### src/ssq_pkg.sv
// Constants, state codes and carriers for the supply state sequencer.
// Assumes a single 40 MHz clock and a 32-bit classic Wishbone register bus.
package ssq_pkg;

  // ==========================================================
  // Operating states, one-hot
  typedef enum logic [3:0] {
    SSQ_ACTIVE   = 4'b0001,
    SSQ_FAULT    = 4'b0010,
    SSQ_LOCKED   = 4'b0100,
    SSQ_DISABLED = 4'b1000
  } ssq_state_t;

  // ==========================================================
  // Timing
  localparam int unsigned SSQ_CLK_HZ = 40000000;
  localparam int unsigned SSQ_FAULT_TIME_MS = 20;
  localparam int unsigned SSQ_FAULT_CYC = (SSQ_FAULT_TIME_MS * (SSQ_CLK_HZ / 1000));
  localparam int unsigned SSQ_SEVERE_LOCK = 3;

  // ==========================================================
  // Register byte offsets
  localparam logic [3:0] SSQ_OFS_CTRL = 4'h0;
  localparam logic [3:0] SSQ_OFS_CFG = 4'h4;
  localparam logic [3:0] SSQ_OFS_STATUS = 4'h8;
  localparam logic [3:0] SSQ_OFS_EVENT = 4'hC;

  // Control fields
  localparam int SSQ_CTRL_REQ_DIS = 0;
  localparam int SSQ_CTRL_REQ_LOCK = 1;
  localparam int SSQ_CTRL_STYLE = 2;

  // Rail and block enables, all on after reset
  localparam int SSQ_CFG_W = 5;
  localparam logic [SSQ_CFG_W-1:0] SSQ_CFG_RST = 5'h1F;

  // Event bits
  localparam int SSQ_EV_W = 6;
  localparam int SSQ_EV_HARD = 0;
  localparam int SSQ_EV_INIT = 1;
  localparam int SSQ_EV_ESC = 2;
  localparam int SSQ_EV_REQ = 3;
  localparam int SSQ_EV_IRQ = 4;
  localparam int SSQ_EV_LOCK = 5;
  // Subset that survives entry into LOCKED
  localparam logic [SSQ_EV_W-1:0] SSQ_EV_LOCK_KEEP = 6'h22;

  // ==========================================================
  // Supervisor events, same clock domain, one-cycle pulses
  typedef struct packed {
    logic rail_hard;     // Rail fault that forces FAULT
    logic rail_soft;     // Rail fault that asks for an mcu reset
    logic rail_irq;      // Rail warning, log only
    logic sup_overflow;  // Watchdog error counter overflow
    logic spi_valid;     // Valid serial frame from host
    logic wd_serviced;   // Watchdog serviced correctly
  } ssq_event_t;

  // Rail and block enables towards the regulators
  typedef struct packed {
    logic main_step_down_rail;
    logic second_step_down_rail;
    logic step_up_rail;
    logic external_monitor_one;
    logic external_monitor_two;
    logic window_watchdog;
  } ssq_rails_t;

endpackage

### src/ssq_sequencer.sv
// Supply state sequencer: ACTIVE/FAULT/LOCKED/DISABLED control, mcu reset
// output, start-up timer and programming mode, with a Wishbone register file.
// Assumes supervisor events arrive as same-clock pulses; pins are asynchronous.
//
// Notes on behaviour
// - Programming mode follows the synchronised mode select pin level.
// - In programming mode watchdog overflow never pulls the mcu reset.
// - Rail resets, event logging and transitions work unchanged in programming mode.
// - Start-up timer held cleared while programming mode is active.
// - State machine ignores programming mode; any transition stays possible.
// - Rail supervision still logs warnings and forces FAULT in programming mode.
// - After reset enter ACTIVE with all rails on, await configuration.
// - Start-up timer starts when the mcu reset output is released.
// - Timer stops once valid serial traffic and watchdog service both seen.
// - First timer expiry gives soft reset: mcu reset, no state change.
// - Second expiry gives hard reset: rails off, enter FAULT.
// - Host DISABLED or LOCKED request dwells 20 ms in FAULT first.
// - DISABLED waits for wake pin enable event, then ACTIVE.
// - Entering DISABLED clears every register to reset value.
// - FAULT turns rails off, holds mcu reset, then returns to ACTIVE unless DISABLED or LOCKED is due.
// - FAULT keeps event register and severe fault count, resets all other registers.
// - Repeated rail soft fault escalates to FAULT; watchdog overflow exempt.
// - Three start-up severe faults or host request lead to LOCKED, low power.
// - LOCKED keeps only the lock and start-up expiry event bits, clears the rest.
// - Configuration writable only in ACTIVE; main rail never configurable.
// - Mcu reset output low outside ACTIVE; edges only in ACTIVE.
// - FAULT to LOCKED only with wake pin low; the style bit is always cleared in FAULT.
`timescale 1ns/1ps
module ssq_sequencer
  import ssq_pkg::*;
#(
  parameter int unsigned FAULT_CYC = SSQ_FAULT_CYC,
  parameter int unsigned INIT_CYC = 8000,
  parameter int unsigned RST_CYC = 64
)
(
  // Clock and reset
  input wire logic clk_i,
  input wire logic rst_i,
  // Wishbone slave
  input wire logic cyc_i,
  input wire logic stb_i,
  input wire logic we_i,
  input wire logic [3:0] adr_i,
  input wire logic [3:0] sel_i,
  input wire logic [31:0] dat_i,
  output logic [31:0] dat_o,
  output logic ack_o,
  // Pins
  input wire logic programming_mode_select_i,
  input wire logic wake_pin_i,
  // Supervisor events
  input wire ssq_event_t event_i,
  // Outputs to the system
  output logic mcu_reset_out_o,
  output ssq_rails_t rails_o,
  output logic low_power_o
);

  localparam int FW = $clog2(FAULT_CYC + 1);
  localparam int IW = $clog2(INIT_CYC + 1);
  localparam int RW = $clog2(RST_CYC + 1);

  // ==========================================================
  // Pin synchronisers
  logic [1:0] pm_sync_q;
  logic [1:0] wake_sync_q;
  logic wake_prev_q;
  always_ff @(posedge clk_i)
  begin
    if (rst_i)
    begin
      pm_sync_q <= 2'b00;
      wake_sync_q <= 2'b00;
      wake_prev_q <= 1'b0;
    end
    else
    begin
      pm_sync_q <= {pm_sync_q[0], programming_mode_select_i};
      wake_sync_q <= {wake_sync_q[0], wake_pin_i};
      wake_prev_q <= wake_sync_q[1];
    end
  end
  logic pm;
  logic wake;
  assign pm = pm_sync_q[1];
  assign wake = wake_sync_q[1];

  // ==========================================================
  // Declarations
  ssq_state_t state_q;
  ssq_state_t state_d;
  ssq_state_t target_q;
  logic style_q;
  logic [SSQ_CFG_W-1:0] cfg_q;
  logic [SSQ_EV_W-1:0] evt_q;
  logic [FW-1:0] dwell_q;
  logic [IW-1:0] init_cnt_q;
  logic [RW-1:0] rst_cnt_q;
  logic rot_q;
  logic init_run_q;
  logic spi_ok_q;
  logic wd_ok_q;
  logic init_err_q;
  logic soft_seen_q;
  logic [1:0] severe_q;
  logic bus_req;
  logic bus_wr;
  logic host_dis;
  logic host_lock;
  logic init_exp;
  logic soft_go;
  logic hard_go;
  logic dwell_done;
  logic enable_ev;
  logic lock_ok;

  assign bus_req = cyc_i & stb_i & ~ack_o;
  // Writes land on the edge where the master samples ack, with the request still held
  assign bus_wr = cyc_i & stb_i & ack_o & we_i & sel_i[0];
  assign host_dis = bus_wr & (adr_i == SSQ_OFS_CTRL) & dat_i[SSQ_CTRL_REQ_DIS];
  assign host_lock = bus_wr & (adr_i == SSQ_OFS_CTRL) & dat_i[SSQ_CTRL_REQ_LOCK]
    & ~host_dis;

  // ==========================================================
  // Event decode
  // Timer expiry only counts while running; cleared counter under prog mode
  assign init_exp = init_run_q & ~pm & (init_cnt_q == IW'(INIT_CYC - 1));
  // Watchdog overflow masked in programming mode; rail soft faults are not
  assign soft_go = (event_i.sup_overflow & ~pm)
    | (event_i.rail_soft & ~soft_seen_q)
    | (init_exp & ~init_err_q);
  assign hard_go = event_i.rail_hard
    | (event_i.rail_soft & soft_seen_q)
    | (init_exp & init_err_q);
  assign dwell_done = (dwell_q == FW'(FAULT_CYC - 1));
  // style_q is always clear off ACTIVE, so LOCKED and DISABLED wake on a high wake level
  assign enable_ev = style_q ? (wake & ~wake_prev_q) : wake;
  assign lock_ok = style_q | ~wake;

  // ==========================================================
  // Next state; programming mode deliberately not an input here
  always_comb
  begin
    state_d = state_q;
    case (state_q)
      SSQ_ACTIVE:
      begin
        if (hard_go)
          state_d = SSQ_FAULT;
        else if (host_dis || host_lock)
          state_d = SSQ_FAULT;
      end
      SSQ_FAULT:
      begin
        if (dwell_done)
        begin
          if (target_q == SSQ_DISABLED)
            state_d = SSQ_DISABLED;
          else if ((target_q == SSQ_LOCKED || severe_q == 2'(SSQ_SEVERE_LOCK)) && lock_ok)
            state_d = SSQ_LOCKED;
          else
            state_d = SSQ_ACTIVE;
        end
      end
      SSQ_LOCKED, SSQ_DISABLED:
      begin
        if (enable_ev)
          state_d = SSQ_ACTIVE;
      end
      default:
        state_d = SSQ_ACTIVE;
    endcase
  end

  // ==========================================================
  // State, dwell counter and requested target
  always_ff @(posedge clk_i)
  begin
    if (rst_i)
    begin
      state_q <= SSQ_ACTIVE;
      target_q <= SSQ_ACTIVE;
      dwell_q <= '0;
    end
    else
    begin
      state_q <= state_d;
      if (state_q == SSQ_ACTIVE && host_dis && !hard_go)
        target_q <= SSQ_DISABLED;
      else if (state_q == SSQ_ACTIVE && host_lock && !hard_go)
        target_q <= SSQ_LOCKED;
      else if (state_d != SSQ_FAULT)
        target_q <= SSQ_ACTIVE;
      // Dwell counts only inside FAULT, restarts on each entry
      if (state_q == SSQ_FAULT && !dwell_done)
        dwell_q <= dwell_q + FW'(1);
      else
        dwell_q <= '0;
    end
  end

  // ==========================================================
  // Severe start-up fault count; survives FAULT, ends on LOCKED or DISABLED
  always_ff @(posedge clk_i)
  begin
    if (rst_i)
      severe_q <= 2'b00;
    else if (state_d == SSQ_LOCKED || state_d == SSQ_DISABLED)
      severe_q <= 2'b00;
    else if (state_q == SSQ_ACTIVE && init_exp && init_err_q)
      severe_q <= severe_q + 2'b01;
  end

  // ==========================================================
  // Mcu reset pulse; low whenever the next state is not ACTIVE
  always_ff @(posedge clk_i)
  begin
    if (rst_i)
    begin
      rot_q <= 1'b0;
      rst_cnt_q <= '0;
    end
    else if (state_d != SSQ_ACTIVE)
    begin
      rot_q <= 1'b0;
      rst_cnt_q <= '0;
    end
    else if (state_q != SSQ_ACTIVE || (soft_go && rot_q))
    begin
      rot_q <= 1'b0;
      rst_cnt_q <= '0;
    end
    else if (!rot_q)
    begin
      // Release after the reset delay
      if (rst_cnt_q == RW'(RST_CYC - 1))
        rot_q <= 1'b1;
      else
        rst_cnt_q <= rst_cnt_q + RW'(1);
    end
  end

  // ==========================================================
  // Start-up configuration timer
  always_ff @(posedge clk_i)
  begin
    if (rst_i || state_q != SSQ_ACTIVE || !rot_q)
    begin
      init_cnt_q <= '0;
      spi_ok_q <= 1'b0;
      wd_ok_q <= 1'b0;
      init_run_q <= 1'b0;
    end
    else
    begin
      if (!init_run_q && !spi_ok_q)
        init_run_q <= 1'b1;
      if (event_i.spi_valid)
        spi_ok_q <= 1'b1;
      if (event_i.wd_serviced)
        wd_ok_q <= 1'b1;
      if ((spi_ok_q || event_i.spi_valid) && (wd_ok_q || event_i.wd_serviced))
        init_run_q <= 1'b0;
      if (pm || init_exp)
        init_cnt_q <= '0;
      else if (init_run_q)
        init_cnt_q <= init_cnt_q + IW'(1);
      // A soft reset restarts the whole sequence on release
      if (soft_go)
      begin
        spi_ok_q <= 1'b0;
        wd_ok_q <= 1'b0;
        init_run_q <= 1'b0;
      end
    end
  end

  // ==========================================================
  // Soft-fault history for escalation; watchdog overflow not tracked
  always_ff @(posedge clk_i)
  begin
    if (rst_i || state_d != SSQ_ACTIVE)
    begin
      init_err_q <= 1'b0;
      soft_seen_q <= 1'b0;
    end
    else
    begin
      if (init_exp)
        init_err_q <= 1'b1;
      if (event_i.rail_soft)
        soft_seen_q <= 1'b1;
    end
  end

  // ==========================================================
  // Configuration registers: writable in ACTIVE only, cleared off ACTIVE
  always_ff @(posedge clk_i)
  begin
    if (rst_i || state_d != SSQ_ACTIVE)
    begin
      cfg_q <= SSQ_CFG_RST;
      style_q <= 1'b0;
    end
    else if (bus_wr && state_q == SSQ_ACTIVE)
    begin
      if (adr_i == SSQ_OFS_CFG)
        cfg_q <= dat_i[SSQ_CFG_W-1:0];
      if (adr_i == SSQ_OFS_CTRL)
        style_q <= dat_i[SSQ_CTRL_STYLE];
    end
  end

  // ==========================================================
  // Event register, write one to clear; a new event beats the clear
  logic [SSQ_EV_W-1:0] ev_set;
  logic [SSQ_EV_W-1:0] ev_clr;
  always_comb
  begin
    ev_set = '0;
    ev_set[SSQ_EV_HARD] = (state_q == SSQ_ACTIVE) & hard_go;
    ev_set[SSQ_EV_INIT] = init_exp;
    ev_set[SSQ_EV_ESC] = event_i.rail_soft & soft_seen_q;
    ev_set[SSQ_EV_REQ] = host_dis | host_lock;
    ev_set[SSQ_EV_IRQ] = event_i.rail_irq;
    // Only a lock forced by repeated severe faults is a fault cause
    ev_set[SSQ_EV_LOCK] = (state_q == SSQ_FAULT) & (state_d == SSQ_LOCKED)
      & (severe_q == 2'(SSQ_SEVERE_LOCK));
    ev_clr = (bus_wr && adr_i == SSQ_OFS_EVENT) ? dat_i[SSQ_EV_W-1:0] : '0;
  end
  always_ff @(posedge clk_i)
  begin
    if (rst_i)
      evt_q <= '0;
    else if (state_d == SSQ_DISABLED && state_q != SSQ_DISABLED)
      evt_q <= '0;
    else if (state_d == SSQ_LOCKED && state_q != SSQ_LOCKED)
      evt_q <= (evt_q | ev_set) & SSQ_EV_LOCK_KEEP;
    else
      evt_q <= (evt_q & ~ev_clr) | ev_set;
  end

  // ==========================================================
  // Wishbone answer: one wait state, unmapped reads return zero
  always_ff @(posedge clk_i)
  begin
    if (rst_i)
    begin
      ack_o <= 1'b0;
      dat_o <= '0;
    end
    else
    begin
      ack_o <= bus_req;
      dat_o <= '0;
      if (bus_req && !we_i)
      begin
        case (adr_i)
          SSQ_OFS_CTRL: dat_o[SSQ_CTRL_STYLE] <= style_q;
          SSQ_OFS_CFG: dat_o[SSQ_CFG_W-1:0] <= cfg_q;
          SSQ_OFS_STATUS: dat_o[9:0] <= {severe_q, init_err_q, init_run_q, pm, 1'b0, state_q};
          SSQ_OFS_EVENT: dat_o[SSQ_EV_W-1:0] <= evt_q;
          default: dat_o <= '0;
        endcase
      end
    end
  end

  // ==========================================================
  // Outputs; rails follow the next state so they drop with it
  always_ff @(posedge clk_i)
  begin
    if (rst_i)
    begin
      rails_o <= '0;
      low_power_o <= 1'b0;
    end
    else
    begin
      rails_o.main_step_down_rail <= (state_d == SSQ_ACTIVE);
      rails_o.second_step_down_rail <= (state_d == SSQ_ACTIVE) & cfg_q[4];
      rails_o.step_up_rail <= (state_d == SSQ_ACTIVE) & cfg_q[3];
      rails_o.external_monitor_one <= (state_d == SSQ_ACTIVE) & cfg_q[2];
      rails_o.external_monitor_two <= (state_d == SSQ_ACTIVE) & cfg_q[1];
      rails_o.window_watchdog <= (state_d == SSQ_ACTIVE) & cfg_q[0];
      low_power_o <= (state_d == SSQ_LOCKED);
    end
  end
  assign mcu_reset_out_o = rot_q;
endmodule

### config.mk
export PLATFORM = sky130hd
export DESIGN_NAME = ssq_sequencer
export DESIGN_NICKNAME = d
export VERILOG_FILES = /design/src/ssq_pkg.sv /design/src/ssq_sequencer.sv
export SDC_FILE = /design/constraint.sdc
export NUM_CORES = 1
export LEC_CHECK = 0
export BUFFER_PORTS_ARGS = -buffer_cell sky130_fd_sc_hd__clkbuf_2
export CORE_MARGIN = 4
export CORE_UTILIZATION = 55
export CTS_BUF_LIST = sky130_fd_sc_hd__clkbuf_2 sky130_fd_sc_hd__clkbuf_4 sky130_fd_sc_hd__clkbuf_8
export CTS_CLUSTER_SIZE = 24
export DETAILED_ROUTE_END_ITERATION = 10
export PLACE_DENSITY = 0.82
export SLEW_MARGIN = 5
export SYNTH_ARGS = -nofsm -noshare
export SYNTH_HDL_FRONTEND = slang
export SYNTH_SLANG_ARGS = --single-unit
### constraint.sdc
create_clock -name clk_i -period 4.4 [get_ports clk_i]
set_input_delay 0.44 -clock clk_i [delete_from_list [all_inputs] [get_ports clk_i]]
set_output_delay 0.44 -clock clk_i [all_outputs]
set_load 0.01 [all_outputs]
### Word level (Yosys, flattened, before mapping)

Cells that the tools add are included.

* register bits after elaboration: 112
* input port bits: 53
* output and inout port bits: 41
* word-level logic and storage cells: 172

* $add $sub $neg: 4
* eq/ne operators: 21
* muxes and demuxes: 19
* bitwise operators: 47
* reduce and logical (&&, ||, !) cells: 50

Operators by type and width (count)
* $mux W4: 8
* $and A1 B1 Y1: 25
* $add A20 B1 Y20 const B: 1
* $eq A20 B20 Y1 const B: 1
* $eq A4 B4 Y1 const B: 4
* $logic_and A1 B1 Y1: 16
* $reduce_or A2 Y1: 8
* $add A13 B1 Y13 const B: 1
* $eq A13 B13 Y1 const B: 1
* $eq A4 B3 Y1 const B: 3
* $mux W6: 2
* $not A1 Y1: 12
* $or A6 B6 Y6: 2
* $pmux W2 S3: 2
* $pmux W4 S3: 1
* $reduce_or A3 Y1: 4
* $logic_or A1 B1 Y1: 10
* $eq A4 B1 Y1 const B: 2
* $ne A4 B1 Y1 const B: 2
* $add A7 B1 Y7 const B: 1
* $eq A7 B6 Y1 const B: 1
* $and A6 B6 Y6: 1
* $logic_not A1 Y1: 6
* $not A6 Y6: 1
* other kinds (17): 26

### Logic depth before layout (Yosys ltp)

Gate-level depths: netlist of the first run.

* depth after elaboration: 17
* mapped depth: 7
* gate-level depth less buffers: 6

### Worst setup path before layout of the first run

OpenSTA, ideal clock, no wires.

* kind: in2reg
* from: input adr_i[1]
* to: register rails_o[3] (netlist name)
* setup time: 115 ps
* arrival time: 2133 ps
* data required time: 4285 ps
* path slack: 2152 ps
* stages on the path: 6
* buffers on the path: 1
* cell sequence: or3b_1 -> nor4b_1 -> nor4_1 -> o31a_2 -> buf_4 -> and2_1

* longest elaborated chain between the ends: 11
* elaborated cells on any way between the ends: 12
* classes of those cells: eq/ne (1); mux (3); bitwise (6); reduce/logical (2)

RTL lines
* start, declared: line ssq_sequencer.sv:44 `input wire logic [3:0] adr_i,`
* $logic_not A4 Y1 *: line ssq_sequencer.sv:121, ssq_sequencer.sv:122
* $and A1 B1 Y1 *: line ssq_sequencer.sv:121, ssq_sequencer.sv:122
* $and A1 B1 Y1: line ssq_sequencer.sv:121 `assign host_dis = bus_wr & (adr_i == SSQ_OFS_CTRL) & dat_i[SSQ_CTRL_REQ_DIS];`
* $not A1 Y1: line ssq_sequencer.sv:123 `& ~host_dis;`
* $and A1 B1 Y1: line ssq_sequencer.sv:123
* $logic_or A1 B1 Y1 *: line ssq_sequencer.sv:151 `else if (host_dis || host_lock)`
* $mux W4 *: line ssq_sequencer.sv:151
* $mux W4 *: line ssq_sequencer.sv:149 `if (hard_go)`
* $pmux W4 S3 *: line ssq_sequencer.sv:146 `case (state_q)`
* $eq A4 B1 Y1 *: line ssq_sequencer.sv:383 `rails_o.step_up_rail <= (state_d == SSQ_ACTIVE) & cfg_q[3];`
* $and A1 B1 Y1 *: line ssq_sequencer.sv:383
* end, declared: line ssq_sequencer.sv:56 `output ssq_rails_t rails_o,`

Every way passes the cells marked *; elsewhere a longest branch is shown, timed or not.
A chain may end at the register's enable or synchronous reset.

### Worst setup path in the final report of the first run

* from: register state_q[1]
* to: register rst_cnt_q[2]

* longest elaborated chain between the ends: 5
* elaborated cells on any way between the ends: 14
* classes of those cells: eq/ne (6); mux (5); reduce/logical (3)

RTL lines
* start, declared: line ssq_sequencer.sv:91 `ssq_state_t state_q;`
* start signal, assigned: line ssq_sequencer.sv:188 `state_q <= state_d;`
* $eq A4 B3 Y1 (tied with other cells): line ssq_sequencer.sv:146
* $reduce_or A2 Y1 or $mux W4 (tied branches): line ssq_sequencer.sv:146, ssq_sequencer.sv:149
* $pmux W4 S3: line ssq_sequencer.sv:146
* $ne A4 B1 Y1: line ssq_sequencer.sv:224 `else if (state_d != SSQ_ACTIVE)`
* $reduce_or A3 Y1 (no line) *
* end signal, assigned: line ssq_sequencer.sv:240 `rst_cnt_q <= rst_cnt_q + RW'(1);`
* end, declared: line ssq_sequencer.sv:99 `logic [RW-1:0] rst_cnt_q;`

Marks and branches as above.

==> results of run 1 <==
==> logic make-up after synthesis <==
logic type	after synthesis	share of synthesized area, %
simple gates	200	27.6
flops	90	45.2
buf+inv	43	6.44
compound gates	39	7.66
xor+xnor	34	7.47
mux	15	4.27
fa+ha+maj	4	1.26
other cells	1	0.0941
==> worst max path at each step <==
stage | startpoint | to | slack (ns) | depth (start not counted)
finish | state_q[1] | rst_cnt_q[2] | 1.96 | 5
global route | state_q[1] | evt_q[5] | 1.69 | 5
CTS | state_q[1] | rst_cnt_q[2] | 1.96 | 5
detailed placement | adr_i[1] | rails_o[1] | 1.79 | 6
global placement | adr_i[1] | rails_o[1] | 1.81 | 6
floorplan | adr_i[1] | rails_o[3] | 2.15 | 6
==> layout by cell type, fill, tap and decap left out, drive strengths merged, types with 10 or more instances in the layout <==
cell	count
clkbuf	56
conb	22
dfxtp	90
inv	11
mux2i	11
nand2	29
nand3	15
nand4	11
nor2	55
nor2b	10
nor3	21
xnor2	18
xor2	16
==> power by group <==
group / switching, mW / leakage (nW) / internal, mW / total [mW]
clock: 0.271 / 0.111 / 0.312 / 0.583
combinational: 0.0689 / 0.797 / 0.0471 / 0.116
sequential: 0.0114 / 0.729 / 0.832 / 0.843
==> worst register-to-register path, cell delays in order, from the launching register on <==
cell and delay, ns:
dfxtp_1 0.46, or4b_1 0.50, or3_4 0.43, a2111oi_4 0.41, o22ai_2 0.23, nor4_1 0.32
==> routing by layer <==
layer	track usage, %	vias up	part of all wire, %
met3	5.63	12	5.9
met4	6.84	0	1.5
li1	-	1533	-
met1	24.6	1475	44
met2	32.2	116	49
met5	0	-	0
==> through the flow <==
step	total power, mW	cells	worst slack (ns)	cell area (um2)	hold WS (ns)
2_1_floorplan	0.952	447	2.15	4060	0.414
3_3_place_gp	0.974	554	1.81	4190	0.419
3_5_place_dp	0.977	554	1.79	4190	0.429
4_1_cts	1.55	570	1.96	4400	0.302
5_1_grt	1.61	570	1.69	4400	0.290
6_report	1.54	570	1.96	4400	0.305
==> sequential cells by signal (all words and copies together), names as in the netlist, 2 cells and up <==
name and cells:
cfg_q 5, dat_o 10, dwell_q 20, evt_q 6, init_cnt_q 13, pm_sync_q 2, rails_o 6, rst_cnt_q 7
severe_q 2, state_q 4, target_q 3, wake_sync_q 2
==> final cells by class <==
| class | instances | area share, % |
|---|---|---|
| flip-flops and latches | 90 | 41.0 |
| multi-input cells | 314 | 45.6 |
| well taps | 96 | 2.73 |
| clock buffers | 14 | 3.96 |
| inverters | 11 | 0.939 |
| repair buffers | 43 | 4.95 |
| clock inverters | 2 | 0.797 |
==> reports/results.tsv, run 1 <==
stage	metric	value	unit
critical_path	rr_worst_depth	5	
detailed_routing	wire_per_inst	14.0	um
sta	slew_headroom	44.1	%
synth	synth-edff-count	0	
floorplanning	rows	30	
hold_path	worstHoldPathCells	2	
clock_network	cts_setup_buffers	0	
critical_path	r2r_end	rst_cnt_q[2]	
global_route	grt_max_degree	22	
clock_network	clock_latency	0.36	ns
floorplanning	initial_utilization	57.7	%
critical_path	cp.required	4.66	ns
floorplanning	core_area	0.00691	mm2
synth	synth_cells	426	
critical_path	cp-end-kind	flop	
global_route	overflow	0	
detailed_routing	dr_total_vias	3136	
sta	maxSlewViolCount	0	
synth	yosysSeqAreaShare	45.2	%
detailed_routing	drtIter0Drc	207	
layout	area_delta_synth_final	10.3	%
power	power_density	351	mW/mm2
layout	final_layout_size_suffix_gt1_share	16.0	%
floorplanning	die-area	0.00867	mm2
critical_path	path_cells	or4b_1, or3_4, a2111oi_4, o22ai_2, nor4_1	
clock_network	cts_hold_buf	0	
layout	fin_nets	526	
hold_path	hold_path.startpoint	wake_pin_i	
sta	fin_setup_tns	0	ns
synth	synth.avg_cell_area	9.35	um2
sta	max_freq	410	MHz
job	drv_cap	0	
critical_path	r2r_slack	1.96	ns
layout	fill_cells	570	
hold_path	hold_class	in2reg	
clock_network	cts_buffer_depth	2	
placement	gp_congestion	0.824	
critical_path	critPathArrivalTime	2.70	ns
critical_path	critPathTopFamily	simple AND/OR/NAND/NOR gates	
critical_path	slowest_stage	or4b_1	
layout	regArea	0.00180	mm2
detailed_routing	via_per_inst	5.50	
detailed_routing	drtPass1Iterations	5	
clock_network	path_clk_slew	0.08	ns
layout	multi_input_area	0.00201	mm2
global_route	grt_pass1_wl	13600	um
critical_path	worstSetupPathType	reg2reg	
synth	syn_area	0.00399	mm2
floorplanning	io_pins	94	
sta	rsz0062_at_grt	false	
global_route	grt_pass1_vias	2950	
sta	min_period_over_period	55.5	%
synth	yosysMostFrequentCell	dfxtp_1	
layout	final_core_util	63.6	%
synth	synth_top_area_share	45.2	%
sta	clock_skew	0.00858	ns
detailed_routing	ant_nets	0	
sta	worstMarginPinSlew	0.826	ns
synth	synth_top_area_cell	dfxtp_1	
critical_path	r2r-start	state_q[1]	
global_route	grt_use_total	19.6	%
clock_network	cts-htree-levels	3	
floorplanning	die_h	93.1	um
synth	synth.area.top_cells	dfxtp_1, nor2_1, buf_4	
synth	yosys_warnings	0	
synth	ys.flop_type	dfxtp_1	
detailed_routing	drt_drc_violations_left	0	
layout	n_antenna_cell	0	
critical_path	cp-start-kind	flop	
floorplanning	dieWidth	93.1	um
power	vdd.ir_drop.worst	273	uV
sta	finalHoldViolations	0	
placement	port_buffers	42	
clock_network	cts_tree	built	
clock_network	cts_root_buf	clkbuf_8	
global_route	antenna_found_initial	0	
synth	synthTopCellsByCount	dfxtp_1, nor2_1, nand2_1	
critical_path	cp_num_buf_inv	0	
synth	synth_seq_cells	90	
power	p_leak	1.64	nW
clock_network	postCtsResizedCells	0	
clock_network	cts.sinks	90	
synth	synth-async-reset-ratio	0	%
placement	hpwl	5870	um
clock_network	cts_buffers	9	
synth	synthDistinctLibCells	61	
sta	min_period	2.44	ns
sta	final-setup-viol-count	0	
critical_path	critical-path-max-stage-delay	0.50	ns
hold_path	holdPathEnd	wake_sync_q[0]	
critical_path	path_max_fanout	8	
outcome	status	finished, final reports clean	
detailed_routing	totalWireLength	7980	um
Power figures use the tool's default switching activity.
==> run 2, diff against run 1 <==
--- a/config.mk
+++ b/config.mk
@@ -7,11 +7,11 @@
 export LEC_CHECK = 0
 export BUFFER_PORTS_ARGS = -buffer_cell sky130_fd_sc_hd__clkbuf_2
 export CORE_MARGIN = 4
-export CORE_UTILIZATION = 55
+export CORE_UTILIZATION = 50
 export CTS_BUF_LIST = sky130_fd_sc_hd__clkbuf_2 sky130_fd_sc_hd__clkbuf_4 sky130_fd_sc_hd__clkbuf_8
 export CTS_CLUSTER_SIZE = 24
 export DETAILED_ROUTE_END_ITERATION = 10
-export PLACE_DENSITY = 0.82
+export PLACE_DENSITY = 0.79
 export SLEW_MARGIN = 5
 export SYNTH_ARGS = -nofsm -noshare
 export SYNTH_HDL_FRONTEND = slang
==> constraint.sdc (replaced) <==
create_clock -name clk_i -period 2.2 [get_ports clk_i]
set_input_delay 0.22 -clock clk_i [delete_from_list [all_inputs] [get_ports clk_i]]
set_output_delay 0.22 -clock clk_i [all_outputs]
set_load 0.01 [all_outputs]
==> run 2 against run 1 <==
The run now ends with setup timing left; global-route usage shrank 0.69 points; sequential share of layout area down 3.4 points; worst hold slack lost 0.25 ns; sequential power increased by 100%; critical path depth stayed put; critical path type unchanged; largest power group unchanged; cell area is 9.5% higher; routed wire length rose by 16%; maximum frequency is 6.8% higher; utilization shrank 1.4 points.
==> reports/results.tsv, run 2 (synthesis results as in run 1) <==
stage	metric	value	unit	change
outcome	status	complete, but fails checks		
outcome	violations	setup timing		
critical_path	critical-path-max-stage-delay	0.57	ns	+0.07 ns
hold_path	hold_class	in2reg		
detailed_routing	top_layer	met4		
detailed_routing	wl_met1	3860	um	+9.8%
layout	regMostFlops	dwell_q		
sta	finalHoldViolations	0		unchanged
detailed_routing	dr_total_vias	3297		+5.1%
power	power_density	660	mW/mm2	+88%
detailed_routing	drtPass1Iterations	5		unchanged
critical_path	critPathTopFamily	simple AND/OR/NAND/NOR gates		
placement	port_buffers	42		unchanged
critical_path	path_cells	or4b_4, nor4b_4, or3b_4, or3_1, a32oi_1		
layout	layout_commonest_cell	dfxtp_1		
sta	min_period	2.28	ns	-0.156 ns
global_route	grt_pass1_wl	14700	um	+7.9%
global_route	grt_max_degree	20		-9.1%
sta	fin_ws	-0.0848	ns	-2.04 ns
clock_network	cts_buffers	9		unchanged
clock_network	cts_hold_buf	0		unchanged
sta	slew_headroom	51.9	%	+7.8 points
floorplanning	die-area	0.00946	mm2	+9.1%
sta	min_period_over_period	104	%	+48 points
clock_network	cts_buffer_depth	2		unchanged
floorplanning	rows	32		+6.7%
critical_path	cp.required	2.49	ns	-2.17 ns
detailed_routing	drt_drc_violations_left	0		unchanged
detailed_routing	ant_nets	0		unchanged
detailed_routing	via_per_inst	5.38		-2.2%
sta	max_freq	438	MHz	+6.8%
layout	largestRegisters	dwell_q (20), init_cnt_q (13), dat_o (10)		
hold_path	hold_path.startpoint	programming_mode_select_i		
placement	hpwl	6530	um	+11%
global_route	antenna_found_initial	0		unchanged
floorplanning	core_area	0.00773	mm2	+12%
critical_path	r2r-start	state_q[3]		
layout	area_delta_synth_final	20.7	%	
layout	fill_cells	645		+13%
detailed_routing	wl_met2	4790	um	+23%
global_route	grt_use_total	18.9	%	-0.69 points
critical_path	critPathArrivalTime	2.57	ns	-0.13 ns
clock_network	cts.sinks	90		unchanged
layout	final_layout_size_suffix_gt1_share	26.4	%	+10 points
placement	place_area	0.00443	mm2	+5.9%
job	drv_cap	0		unchanged
critical_path	cp-start-kind	flop		
detailed_routing	wl_met3	478	um	+1.5%
power	p_leak	1.87	nW	+14%
detailed_routing	wire_per_inst	15.1	um	+7.8%
layout	fin_nets	563		+7.0%
detailed_routing	totalWireLength	9260	um	+16%
floorplanning	dieWidth	97.3	um	+4.5%
power	vdd.ir_drop.worst	449	uV	+65%
layout	final_area	0.00481	mm2	+9.5%
critical_path	path_max_fanout	3		-5
floorplanning	initial_utilization	51.6	%	-6.1 points
floorplanning	die_h	97.3	um	+4.5%
layout	mostFrequentLayoutCells	dfxtp_1, nor2_1, clkbuf_2		
sta	final-setup-viol-count	2		+2
critical_path	worstSetupPathType	reg2reg		
clock_network	cts-htree-levels	3		unchanged
clock_network	path_clk_slew	0.09	ns	about the same
layout	n_antenna_cell	0		unchanged
clock_network	cts_tree	built		
clock_network	cts_root_buf	clkbuf_8		
global_route	grt_pass1_vias	3184		+7.9%
sta	maxSlewViolCount	0		unchanged
detailed_routing	drtIter0Drc	184		-11%
clock_network	clock_latency	0.37	ns	about the same
critical_path	cp-end-kind	flop		
floorplanning	io_pins	94		unchanged
sta	worstMarginPinSlew	0.711	ns	-0.115 ns
sta	rsz0062_at_grt	true		
critical_path	startpoint	state_q[3]		
sta	clock_skew	0.0152	ns	+0.00658 ns
critical_path	cp_num_buf_inv	0		unchanged
placement	gp_congestion	0.845		+2.5%
global_route	overflow	0		unchanged
sta	fin_setup_tns	-0.140	ns	-0.140 ns
layout	largest_reg_flops	20		unchanged
critical_path	slowest_stage	or4b_4		
## run 2: layer usage
layer / track usage [%] / vias up
met4: 5.96 / 0
met5: 0 / -
li1: - / 1608
met1: 21.7 / 1569
met3: 5.53 / 13
met2: 33.8 / 107
## run 2: what timing repair did
action,CTS,global route
gates cloned,0,1
resized for setup,6,21
buffers inserted,1,3
setup endpoints to repair,23,37
pin swaps,2,10
## run 2: stage by stage
stage	hold WS [ns]	cells	utilization, %	setup WS, ns	total power [mW]
2_1_floorplan	0.315	447	-	0.0704	1.90
3_3_place_gp	0.421	592	57.4	-0.0381	1.98
3_5_place_dp	0.435	592	57.4	-0.104	1.99
4_1_cts	0.0449	609	60.7	0.000281	3.17
5_1_grt	0.0473	613	62.3	-0.117	3.31
6_report	0.0564	613	62.3	-0.0848	3.18
## run 2: path summary, 6_finish.rpt
check,depth (start not counted),slack [ns],end
setup / recovery,5,-0.08,target_q[2]
hold reg to reg,1,0.46,pm_sync_q[1]
hold / removal,2,0.06,pm_sync_q[0]
setup reg to reg,5,-0.08,target_q[2]
## run 2: final cells by class
cell class,count,area (um2),area share [%]
clock inverters,6,72.6,1.51
repair buffers,79,488,10.1
flip-flops and latches,90,1810,37.6
multi-input cells,315,2140,44.4
clock buffers,10,138,2.86
well taps,102,128,2.65
inverters,11,41.3,0.858
## run 2: where the power goes
group	leakage [nW]	switching, mW	internal (mW)
sequential	0.730	0.0212	1.67
clock	0.103	0.610	0.568
combinational	1.04	0.173	0.138
total	1.87	0.804	2.37
## run 2: worst register-to-register path, cell delays in order, from the launching register on
cell and delay, ns:
dfxtp_2 0.34, or4b_4 0.57, nor4b_4 0.39, or3b_4 0.46, or3_1 0.31, a32oi_1 0.15
==> run 3, diff against run 2 <==
--- a/config.mk
+++ b/config.mk
@@ -12,6 +12,7 @@
 export CTS_CLUSTER_SIZE = 24
 export DETAILED_ROUTE_END_ITERATION = 10
 export PLACE_DENSITY = 0.79
+export RECOVER_POWER = 50
 export SLEW_MARGIN = 5
 export SYNTH_ARGS = -nofsm -noshare
 export SYNTH_HDL_FRONTEND = slang
==> run 3 against run 2 <==
The flow still finishes with violations (setup timing); clock power is essentially flat; cell area shrank 0.70%; cell count stayed put; sequential share of layout area grew 0.27 points; setup slack worse by 0.0073 ns; critical path depth is the same; clock skew barely moved; global-route usage did not move; critical path type unchanged.
==> reports/results.tsv, run 3 (synthesis results as in run 1) <==
stage	metric	value	unit	change
power	vdd.ir_drop.worst	451	uV	+0.26%
global_route	overflow	0		unchanged
critical_path	path_cells	or4b_4, nor4b_4, or3b_4, or3_1, a32oi_1		
detailed_routing	drt_drc_violations_left	0		unchanged
global_route	grt_pass1_wl	14700	um	unchanged
layout	regMostFlops	dwell_q		
outcome	status	complete, but fails checks		
job	drv_cap	0		unchanged
floorplanning	dieWidth	97.3	um	unchanged
global_route	antenna_found_initial	0		unchanged
clock_network	cts_tree	built		
sta	maxSlewViolCount	0		unchanged
clock_network	cts_buffer_depth	2		unchanged
layout	largest_reg_flops	20		unchanged
critical_path	critPathArrivalTime	2.58	ns	about the same
global_route	grt_use_total	18.9	%	unchanged
detailed_routing	drtPass1Iterations	5		unchanged
sta	min_period_over_period	104	%	+0.33 points
power	intPower	2.37	mW	-0.21%
detailed_routing	via_per_inst	5.39		+0.30%
hold_path	hold_class	in2reg		
power	p_comb_share	9.7	%	about the same
sta	max_freq	436	MHz	-0.32%
critical_path	cp-end-kind	flop		
layout	mostFrequentLayoutCells	dfxtp_1, nor2_1, buf_4		
layout	final_cells	613		unchanged
outcome	violations	setup timing		
placement	place_area	0.00443	mm2	unchanged
detailed_routing	totalWireLength	9270	um	+0.11%
floorplanning	io_pins	94		unchanged
clock_network	cts-htree-levels	3		unchanged
power	seq_power_share	53.2	%	about the same
critical_path	critPathTopFamily	simple AND/OR/NAND/NOR gates		
layout	layout_commonest_cell	dfxtp_1		
sta	rsz0062_at_grt	true		
power	power_density	664	mW/mm2	+0.58%
sta	hold_slack	0.0583	ns	+0.00198 ns
critical_path	cp_num_buf_inv	0		unchanged
power	p_switching	805	uW	+0.11%
layout	largestRegisters	dwell_q (20), init_cnt_q (13), dat_o (10)		
global_route	grt_max_degree	20		unchanged
hold_path	worstHoldPathCells	2		unchanged
sta	fin_setup_tns	-0.179	ns	-0.0390 ns
sta	clock_skew	0.0157	ns	+0.000498 ns
clock_network	cts.sinks	90		unchanged
layout	final_layout_size_suffix_gt1_share	22.3	%	-4.1 points
critical_path	path_max_fanout	3		unchanged
power	p_sw_share	25.4	%	+0.059 points
critical_path	cp.required	2.49	ns	about the same
sta	worstMarginPinSlew	0.724	ns	+0.0130 ns
detailed_routing	drtIter0Drc	220		+20%
layout	final_core_util	61.8	%	-0.44 points
critical_path	critical-path-max-stage-delay	0.57	ns	about the same
clock_network	path_clk_slew	0.09	ns	about the same
clock_network	cts_root_buf	clkbuf_8		
detailed_routing	dr_total_vias	3307		+0.30%
global_route	grt_pass1_vias	3184		unchanged
power	p_leak	1.79	nW	-4.1%
layout	n_antenna_cell	0		unchanged
sta	finalHoldViolations	0		unchanged
placement	port_buffers	42		unchanged
floorplanning	core_area	0.00773	mm2	unchanged
critical_path	worstSetupPathType	reg2reg		
detailed_routing	ant_nets	0		unchanged
sta	slew_headroom	51.1	%	-0.88 points
power	power	3.17	mW	-0.13%
placement	dp_slack	-0.104	ns	unchanged
power	clockPowerShare	37.2	%	about the same
layout	final_area	0.00478	mm2	-0.70%
floorplanning	die-area	0.00946	mm2	unchanged
placement	hpwl	6530	um	unchanged
sta	final-setup-viol-count	3		+1
detailed_routing	wire_per_inst	15.1	um	+0.11%
critical_path	cp-start-kind	flop		
clock_network	cts_buffers	9		unchanged
placement	dpl.cell_count	592		unchanged
layout	area_delta_synth_final	19.9	%	
floorplanning	rows	32		unchanged
floorplanning	initial_utilization	51.6	%	unchanged
critical_path	rr_worst_depth	5		unchanged
sta	min_period	2.29	ns	+0.00730 ns
layout	fin_nets	563		unchanged
placement	gp_congestion	0.845		unchanged
critical_path	slowest_stage	or4b_4		
sta	fin_ws	-0.0921	ns	-0.00730 ns
floorplanning	die_h	97.3	um	unchanged
clock_network	clock_latency	0.37	ns	about the same
critical_path	crit_cells	5		unchanged
==> run 3: changes by cell type in the layout (fill, tap and decap cells not counted) <==
cell / change
buf_4: -4
and2_0: +4
clkbuf_4: +1
clkbuf_2: -18
and2_1: -4
clkbuf_1: +21
==> run 3: power groups by stage <==
stage	combinational [mW]	clock, mW	sequential (mW)
2_1_floorplan	0.175	0	1.73
3_3_place_gp	0.262	0	1.72
3_5_place_dp	0.268	0	1.72
4_1_cts	0.283	1.20	1.68
5_1_grt	0.329	1.28	1.69
6_report	0.306	1.18	1.69
==> run 3: timing repair <==
action,4_1_cts,5_1_grt
setup endpoints to repair,23,37
setup buffers,1,3
resized for setup,6,21
cloned,0,1
pin swaps,2,10
hold buffers,0,0
==> run 3: worst paths after layout <==
check / startpoint / end / slack [ns]
setup / recovery: state_q[3] / target_q[2] / -0.09
hold / removal: programming_mode_select_i / pm_sync_q[0] / 0.06
setup reg to reg: state_q[3] / target_q[2] / -0.09
hold reg to reg: pm_sync_q[0] / pm_sync_q[1] / 0.46
==> run 3: final cells by class <==
class	count	area (um2)
clock buffers	10	138
clock inverters	6	72.6
fillers	661	2950
inverters	11	41.3
multi-input cells	315	2140
flip-flops and latches	90	1810
well taps	102	128
repair buffers	79	454
==> run 3: metal layers <==
| metal | track usage [%] | part of all wire, % | up-vias |
|---|---|---|---|
| li1 | - | - | 1607 |
| met1 | 21.7 | 42 | 1579 |
| met2 | 33.8 | 51 | 103 |
| met3 | 5.53 | 4.5 | 18 |
| met4 | 5.96 | 1.8 | 0 |
| met5 | 0 | 0 | - |
==> run 3: worst register-to-register path, stage by stage (launching register included) <==
cell     delay (ns)
dfxtp_2        0.33
or4b_4         0.57
nor4b_4        0.41
or3b_4         0.46
or3_1          0.31
a32oi_1        0.14
